## src/als_defines.vh

```
// constants for the light sensor register bank
// Summary of operation
// every register is sixteen bits wide and always accessed whole.
// pointer 00h result, 01h configuration, 02h lower limit, 03h upper limit.
// read-only maker identifier at 7Eh and part identifier at 7Fh.
// result holds exponent in bits 15:12 and mantissa in bits 11:0.
// mantissa is straight binary; result resets to zero exponent and mantissa.
// one count weighs 0.02 lux times two to the exponent.
// mask bit with manual range code reports result exponent as zero.
// configuration write aborts any measurement in progress at once.
// configuration write starts a new conversion when the new mode asks.
// configuration resets to c810h, automatic range, long integration.
// configuration field layout: range, time, mode, status flags, control bits.
// range code uses the same code to range mapping as the exponent.
// range code 1100b selects range automatically and reports it in exponent.
// range field holds 1100 after power-up.
// host never writes reserved range codes 1101b, 1110b or 1111b.
// limit registers hold exponent on top and twelve-bit mantissa below.
// write is pointer byte then two data bytes, each byte acknowledged.
// sixteen-bit words travel upper byte first, then lower byte.
// mode 00 shutdown, 01 single-shot, 10 or 11 continuous.
// writes to read-only bits or registers are accepted but change nothing.
`ifndef ALS_DEFINES_VH
`define ALS_DEFINES_VH
// ==========================================
// register pointers
`define ALS_PTR_RESULT 8'h00
`define ALS_PTR_CONFIG 8'h01
`define ALS_PTR_LOWER 8'h02
`define ALS_PTR_UPPER 8'h03
`define ALS_PTR_MAKER 8'h7e
`define ALS_PTR_PART 8'h7f
// ==========================================
// configuration field positions
`define ALS_CFG_RANGE_HI 15
`define ALS_CFG_RANGE_LO 12
`define ALS_CFG_CT 11
`define ALS_CFG_MODE_HI 10
`define ALS_CFG_MODE_LO 9
`define ALS_CFG_OVF 8
`define ALS_CFG_DONE 7
`define ALS_CFG_ABOVE 6
`define ALS_CFG_BELOW 5
`define ALS_CFG_LATCH 4
`define ALS_CFG_POL 3
`define ALS_CFG_MASK 2
`define ALS_CFG_FC_HI 1
`define ALS_CFG_FC_LO 0
// writable bits of configuration: 15:9 and 4:0
`define ALS_CFG_WR_MASK 16'hfe1f
// ==========================================
// reset values and codes
`define ALS_CFG_RESET 16'hc810
`define ALS_RESULT_RESET 16'h0000
`define ALS_LOWER_RESET 16'h0000
`define ALS_UPPER_RESET 16'hbfff
`define ALS_RANGE_AUTO 4'hc
`define ALS_MODE_OFF 2'h0
`define ALS_MODE_SINGLE 2'h1
`endif

```

## src/als_reg_bank.v

```verilog
// register bank of the ambient light sensor, byte port and converter control
`timescale 1ns/10ps
`include "als_defines.vh"
module als_reg_bank #(
   parameter [15:0] MAKER_ID = 16'h1234, // arbitrary value
   parameter [15:0] PART_ID = 16'h5678 // arbitrary value
) (
   // clock and reset
   input wire sys_clk_i,
   input wire arst_n_i,
   // write side of the serial engine
   input wire wr_start_i,
   input wire wr_byte_valid_i,
   input wire [7:0] wr_byte_i,
   // read side of the serial engine
   input wire rd_start_i,
   input wire rd_byte_ack_i,
   output reg [7:0] rd_byte_o,
   // converter results
   input wire conv_done_i,
   input wire [3:0] conv_exponent_i,
   input wire [11:0] conv_mantissa_i,
   input wire overrange_i,
   input wire above_limit_i,
   input wire below_limit_i,
   // converter control
   output reg conv_start_o,
   output reg conv_abort_o,
   output reg conv_busy_o,
   output wire [3:0] range_code_o,
   output wire integration_length_sel_o,
   output wire alert_latch_o,
   output wire alert_polarity_o,
   output wire [1:0] fault_count_sel_o,
   output wire [15:0] lower_alert_threshold_o,
   output wire [15:0] upper_alert_threshold_o
);
   // ==========================================
   // write sequencer states
   localparam [3:0] WR_IDLE = 4'b0001;
   localparam [3:0] WR_PTR = 4'b0010;
   localparam [3:0] WR_HI = 4'b0100;
   localparam [3:0] WR_LO = 4'b1000;

   reg [3:0] wr_state;
   reg [7:0] reg_ptr;
   reg [7:0] wr_hi_byte;
   reg [15:0] conversion_result;
   reg [15:0] operating_config;
   reg [15:0] lower_alert_threshold;
   reg [15:0] upper_alert_threshold;
   reg [15:0] rd_shadow;
   reg rd_low_next;
   reg [15:0] rd_word;
   reg [15:0] next_config;
   reg [3:0] next_exponent;
   wire wr_commit;
   wire cfg_write;
   wire [3:0] range_code;
   wire exponent_mask_en;

   assign range_code = operating_config[`ALS_CFG_RANGE_HI:`ALS_CFG_RANGE_LO];
   assign exponent_mask_en = operating_config[`ALS_CFG_MASK];

   // ==========================================
   // control outputs straight from the registers
   assign range_code_o = range_code;
   assign integration_length_sel_o = operating_config[`ALS_CFG_CT];
   assign alert_latch_o = operating_config[`ALS_CFG_LATCH];
   assign alert_polarity_o = operating_config[`ALS_CFG_POL];
   assign fault_count_sel_o = operating_config[`ALS_CFG_FC_HI:`ALS_CFG_FC_LO];
   assign lower_alert_threshold_o = lower_alert_threshold;
   assign upper_alert_threshold_o = upper_alert_threshold;

   // ==========================================
   // write sequencer: pointer byte, upper byte, lower byte
   always @(posedge sys_clk_i or negedge arst_n_i) begin
      if (!arst_n_i) begin
         wr_state <= WR_IDLE;
         reg_ptr <= 8'h00;
         wr_hi_byte <= 8'h00;
      end else if (wr_start_i) begin
         wr_state <= WR_PTR;
      end else if (wr_byte_valid_i) begin
         case (wr_state)
            WR_PTR: begin
               reg_ptr <= wr_byte_i; // pointer kept for later reads
               wr_state <= WR_HI;
            end
            WR_HI: begin
               wr_hi_byte <= wr_byte_i; // upper byte first
               wr_state <= WR_LO;
            end
            WR_LO: begin
               wr_state <= WR_IDLE; // extra bytes ignored
            end
            WR_IDLE: begin
               wr_state <= WR_IDLE;
            end
            default: begin
               wr_state <= WR_IDLE;
            end
         endcase
      end
   end

   // full word lands only with the lower byte
   assign wr_commit = wr_byte_valid_i && !wr_start_i && (wr_state == WR_LO);
   assign cfg_write = wr_commit && (reg_ptr == `ALS_PTR_CONFIG);

   // ==========================================
   // new configuration: writable bits from bus, read-only bits kept
   always @* begin
      next_config = (operating_config & ~`ALS_CFG_WR_MASK) |
                    ({wr_hi_byte, wr_byte_i} & `ALS_CFG_WR_MASK);
   end

   // ==========================================
   // exponent reported with a finished conversion
   always @* begin
      if (range_code == `ALS_RANGE_AUTO) begin
         next_exponent = conv_exponent_i; // chosen range reported
      end else if (exponent_mask_en) begin
         next_exponent = 4'h0; // masked in manual range
      end else begin
         next_exponent = range_code; // same mapping as exponent
      end
   end

   // ==========================================
   // limit registers
   always @(posedge sys_clk_i or negedge arst_n_i) begin
      if (!arst_n_i) begin
         lower_alert_threshold <= `ALS_LOWER_RESET;
         upper_alert_threshold <= `ALS_UPPER_RESET;
      end else if (wr_commit) begin
         if (reg_ptr == `ALS_PTR_LOWER) begin
            lower_alert_threshold <= {wr_hi_byte, wr_byte_i};
         end
         if (reg_ptr == `ALS_PTR_UPPER) begin
            upper_alert_threshold <= {wr_hi_byte, wr_byte_i};
         end
      end
   end

   // ==========================================
   // configuration, result and conversion control
   always @(posedge sys_clk_i or negedge arst_n_i) begin
      if (!arst_n_i) begin
         operating_config <= `ALS_CFG_RESET;
         conversion_result <= `ALS_RESULT_RESET;
         conv_start_o <= 1'b0;
         conv_abort_o <= 1'b0;
         conv_busy_o <= 1'b0;
      end else begin
         conv_start_o <= 1'b0;
         conv_abort_o <= 1'b0;
         if (cfg_write) begin
            // a write beats a conversion ending in the same cycle
            operating_config <= next_config;
            conv_abort_o <= conv_busy_o;
            if (next_config[`ALS_CFG_MODE_HI:`ALS_CFG_MODE_LO] != `ALS_MODE_OFF) begin
               conv_start_o <= 1'b1;
               conv_busy_o <= 1'b1;
            end else begin
               conv_busy_o <= 1'b0; // shutdown
            end
         end else if (conv_done_i && conv_busy_o) begin
            conversion_result <= {next_exponent, conv_mantissa_i};
            operating_config[`ALS_CFG_OVF] <= overrange_i;
            operating_config[`ALS_CFG_DONE] <= 1'b1;
            operating_config[`ALS_CFG_ABOVE] <= above_limit_i;
            operating_config[`ALS_CFG_BELOW] <= below_limit_i;
            if (operating_config[`ALS_CFG_MODE_HI:`ALS_CFG_MODE_LO] == `ALS_MODE_SINGLE) begin
               // single shot falls back to shutdown
               operating_config[`ALS_CFG_MODE_HI:`ALS_CFG_MODE_LO] <= `ALS_MODE_OFF;
               conv_busy_o <= 1'b0;
            end else begin
               conv_start_o <= 1'b1; // continuous restarts
            end
         end
      end
   end

   // ==========================================
   // read mux, unmapped pointers read zero
   always @* begin
      case (reg_ptr)
         `ALS_PTR_RESULT: rd_word = conversion_result;
         `ALS_PTR_CONFIG: rd_word = operating_config;
         `ALS_PTR_LOWER: rd_word = lower_alert_threshold;
         `ALS_PTR_UPPER: rd_word = upper_alert_threshold;
         `ALS_PTR_MAKER: rd_word = MAKER_ID;
         `ALS_PTR_PART: rd_word = PART_ID;
         default: rd_word = 16'h0000;
      endcase
   end

   // ==========================================
   // read byte stream, word snapshot keeps both bytes coherent
   always @(posedge sys_clk_i or negedge arst_n_i) begin
      if (!arst_n_i) begin
         rd_shadow <= 16'h0000;
         rd_low_next <= 1'b0;
         rd_byte_o <= 8'h00;
      end else if (rd_start_i) begin
         rd_shadow <= rd_word;
         rd_byte_o <= rd_word[15:8]; // upper byte first
         rd_low_next <= 1'b1;
      end else if (rd_byte_ack_i) begin
         if (rd_low_next) begin
            rd_byte_o <= rd_shadow[7:0];
            rd_low_next <= 1'b0;
         end else begin
            rd_shadow <= rd_word;
            rd_byte_o <= rd_word[15:8];
            rd_low_next <= 1'b1;
         end
      end
   end
endmodule // als_reg_bank

```

## config.mk

```make
export PLATFORM = sky130hd
export DESIGN_NAME = als_reg_bank
export DESIGN_NICKNAME = d
export VERILOG_FILES = /design/src/als_reg_bank.v
export VERILOG_INCLUDE_DIRS = /design/src
export SDC_FILE = /design/constraint.sdc
export NUM_CORES = 1
export LEC_CHECK = 0
export BUFFER_PORTS_ARGS = -buffer_cell sky130_fd_sc_hd__buf_2
export CORE_MARGIN = 2
export CORE_UTILIZATION = 35
export CTS_BUF_LIST = sky130_fd_sc_hd__clkbuf_4
export DETAILED_ROUTE_END_ITERATION = 8
export PLACE_DENSITY = 0.53
export SLEW_MARGIN = 20
export SYNTH_ARGS = -nofsm -noshare
export SYNTH_HDL_FRONTEND = slang
export SYNTH_SLANG_ARGS = --single-unit
```

## constraint.sdc

```tcl
create_clock -name sys_clk_i -period 5.8 [get_ports sys_clk_i]
set_clock_uncertainty 0.1 [all_clocks]
set_input_delay 0.87 -clock sys_clk_i [delete_from_list [all_inputs] [get_ports sys_clk_i]]
set_output_delay 0.87 -clock sys_clk_i [all_outputs]
set_load 0.03 [all_outputs]
```

==> reports/qor.txt <==
Status: finished clean
Reg2reg start: reg_ptr[3]
CTS Root Cell: clkbuf_4
Most frequent cells in the layout: dfrtp_1 (84), buf_2 (84), mux2_2 (52), nand2_1 (21), dfstp_2 (20)
Worst Path Required: 6.06 ns
Worst slew pin tran: 0.959 ns
Comb power frac: 15.6%
Sequential share of the synthesized area: 53.6%
Crit. End Element: flip-flop
Switch Pwr: 0.400 mW
MaxCap Viol Count: 0
Fin cells: 627
CP Launch Type: flip-flop
Total grt overflow: 0
CTS tree: built
Final Cycle Share: 44.5%
Clock Latency Late Sink: 0.47 ns
Worst VDD drop: 121 uV
Largest stage delay on the critical path: 0.67 ns
Die width: 122 microns
I/O Pins: 86
Min cycle time layout: 2.58 ns
Row cnt: 43
Total wire length: 12.0 mm
Largest net degree at the start of global routing: 55
Post-cts resize count: 0
Synthesized Nets: 394
Crit-path slowest cell: nor2b_1
Mapped Avg Cell Area: 13.6 sq um
# nets final: 471
RR Endpoint: lower_alert_threshold_o[1]
Pre-CTS setup slack: 2.67 ns
CP Class: flip-flop to flip-flop
Wire per inst: 19.1 microns
Vias per cell: 5.07
Routed vias: 3176
DRT Pass-1 Iters: 4
Critical path peak fanout: 9
Post-CTS setup buffer count: 0
Fraction of registers with async set/reset: 100%
Crit path max-delay family: simple AND/OR/NAND/NOR gates
Pint: 0.949 mW
CP Buf/Inv Count: 1
Dominant cell type by area after synthesis: dfrtp_1
P_leak: 2.68 nW
Rel. slew slack: 35.9%
Share of the synthesized area in the top cell type: 42.8%
Mapped cell area: 4910 sq um
Reg2reg setup slack: 3.22 ns
Clock tree sinks: 104
Final ANT Viol Nets: 0
CTS max path bufs: 2
Initial drt markers: 244
Synth Flop Type: dfrtp_1
Clk pwr share: 25.0%
Layout cells sized above 1: 48.0%
Final setup TNS: 0 ns
Vias in the first global route: 3317
EDFF count, synth: 0
PortBufs: 85
Initial antenna violation count: 1
GPL Wtd Cong: 0.778
YS warnings: 0
Type of the worst min-delay path: primary input to asynchronous set/reset pin
# hold bufs at CTS: 0
Yosys cell types: 45
R2R cell count: 5
Unrepaired setup endpoints after global routing: no
H-Tree Depth: 3
Die Area: 15000 sq um
Largest cells by area after synthesis: dfrtp_1 (43%), mux2_2 (12%), dfstp_2 (11%)
Power Dens Cells: 243 nW/um^2
Cells after DPL: 606
Final Setup Violations: 0
Final WS setup: 3.22 ns
# fillers: 1375
Clk pin slew, worst setup/hold paths: 0.15 ns
Max Freq: 387 MHz
Core area: 13800 sq um
DR DRC count: 0
Mapped Cells: 360
Detailed placement HPWL: 8.66 mm
Arrival time worst endpoint: 2.84 ns
Reg power frac: 59.3%
First-pass GRT wire length: 18.8 mm
Total CTS buffers: 9
Initial core utilization: 35.6%
Slew Limit Fails: 0
Switching Share: 29.6%
Area growth, synth to finish: 13.2%
Critical path, cell by cell: nor4_4 > nand4_4 > nor2b_1 > buf_4 > mux2_2
Die extent in y: 122 microns
GR Util All Layers: 17.1%
Number of synthesized register bits: 104
Fin. Hold Viols: 0
-- routing by layer --
metal | GRT usage [%] | routed length (microns) | part of all wire [%] | up-vias
met5 | 0 | 0 | 0 | -
met4 | 6.75 | 267 | 2.2 | 0
met3 | 3.07 | 387 | 3.2 | 19
met2 | 26.8 | 5660 | 47 | 62
met1 | 23.4 | 5680 | 47 | 1627
li1 | - | - | - | 1468
-- synth_stat cells, types with 3 or more instances --
master     instances
o2bb2ai_1          3
o21ai_1            3
inv_1              7
mux4_2            11
mux2i_1           11
buf_2              6
a21o_1             3
nor2b_1            8
nor2_1            13
a22o_1             3
nand2b_1           4
buf_4              8
dfrtp_1           84
mux2_2            52
mux2_1            16
dfstp_2           20
mux2_4            10
o21ai_0           17
nand2_1           21
a21oi_1            5
buf_6              6
nor3_1             8
a22oi_1            7
a32oi_1            4
clkbuf_1           4
-- layout make-up --
cell class / instances / area (sq um) / area share, %
clock inverter: 3 / 20.0 / 0.360
timing repair buffer: 90 / 465 / 8.38
inverter: 7 / 26.3 / 0.473
antenna: 5 / 12.5 / 0.225
tap: 180 / 225 / 4.05
sequential: 104 / 2630 / 47.3
multi-input combinational: 225 / 2080 / 37.4
clock buffer: 13 / 97.6 / 1.76
-- worst max path at each step --
stage / endpoint / from / depth (start not counted) / slack, ns
floorplan: conversion_result[0] / wr_start_i / 5 / 3.46
global placement: lower_alert_threshold_o[1] / wr_start_i / 6 / 2.78
detailed placement: lower_alert_threshold_o[1] / wr_start_i / 6 / 2.67
CTS: lower_alert_threshold_o[1] / reg_ptr[3] / 5 / 3.15
global route: lower_alert_threshold_o[9] / reg_ptr[3] / 5 / 3.00
finish: lower_alert_threshold_o[1] / reg_ptr[3] / 5 / 3.22
-- flip-flops by register name, indices dropped and copies added (netlist names), 4 cells and up --
signal,cells
lower_alert_threshold_o,16
wr_state,4
upper_alert_threshold_o,16
reg_ptr,8
rd_shadow,8
wr_hi_byte,8
operating_config,16
rd_byte_o,8
conversion_result,16
-- through the flow --
stage          area, sq um  hold WS (ns)  util, %  power [mW]
6_report              5550         0.305     40.3        1.35
5_1_grt               5550         0.323     40.3        1.43
4_1_cts               5540         0.322     40.2        1.37
3_5_place_dp          5420         0.364     39.4        1.03
3_3_place_gp          5420         0.345     39.4        1.02
2_1_floorplan         4910         0.329        -       0.954
-- worst register-to-register path, delay by kind of cell (launching register included) --
family	cells	cell delay, ns
AND/OR/NAND/NOR	3	1.24
buffers and inverters	1	0.32
flip-flops	1	0.46
multiplexers	1	0.35
-- kinds of logic (layout without fill, tap and decap cells) --
| group | Yosys count | in the layout | synth area share (%) |
|---|---|---|---|
| buffers and inverters | 31 | 113 | 4.06 |
| other | 0 | 5 | 0 |
| AOI/OAI and AO/OA | 51 | 51 | 7.35 |
| DFF | 104 | 104 | 53.6 |
| muxes | 100 | 100 | 26.0 |
| xor gates and xnor gates | 1 | 1 | 0.179 |
| and+or+nand+nor | 73 | 73 | 8.90 |
-- power by group through the flow --
stage | clock network [mW] | registers [mW] | logic [mW]
3_5_place_dp | 0 | 0.813 | 0.215
2_1_floorplan | 0 | 0.805 | 0.149
3_3_place_gp | 0 | 0.813 | 0.212
5_1_grt | 0.389 | 0.807 | 0.230
6_report | 0.338 | 0.800 | 0.211
4_1_cts | 0.355 | 0.800 | 0.215
No activity file was read; power rests on OpenSTA's default activity.
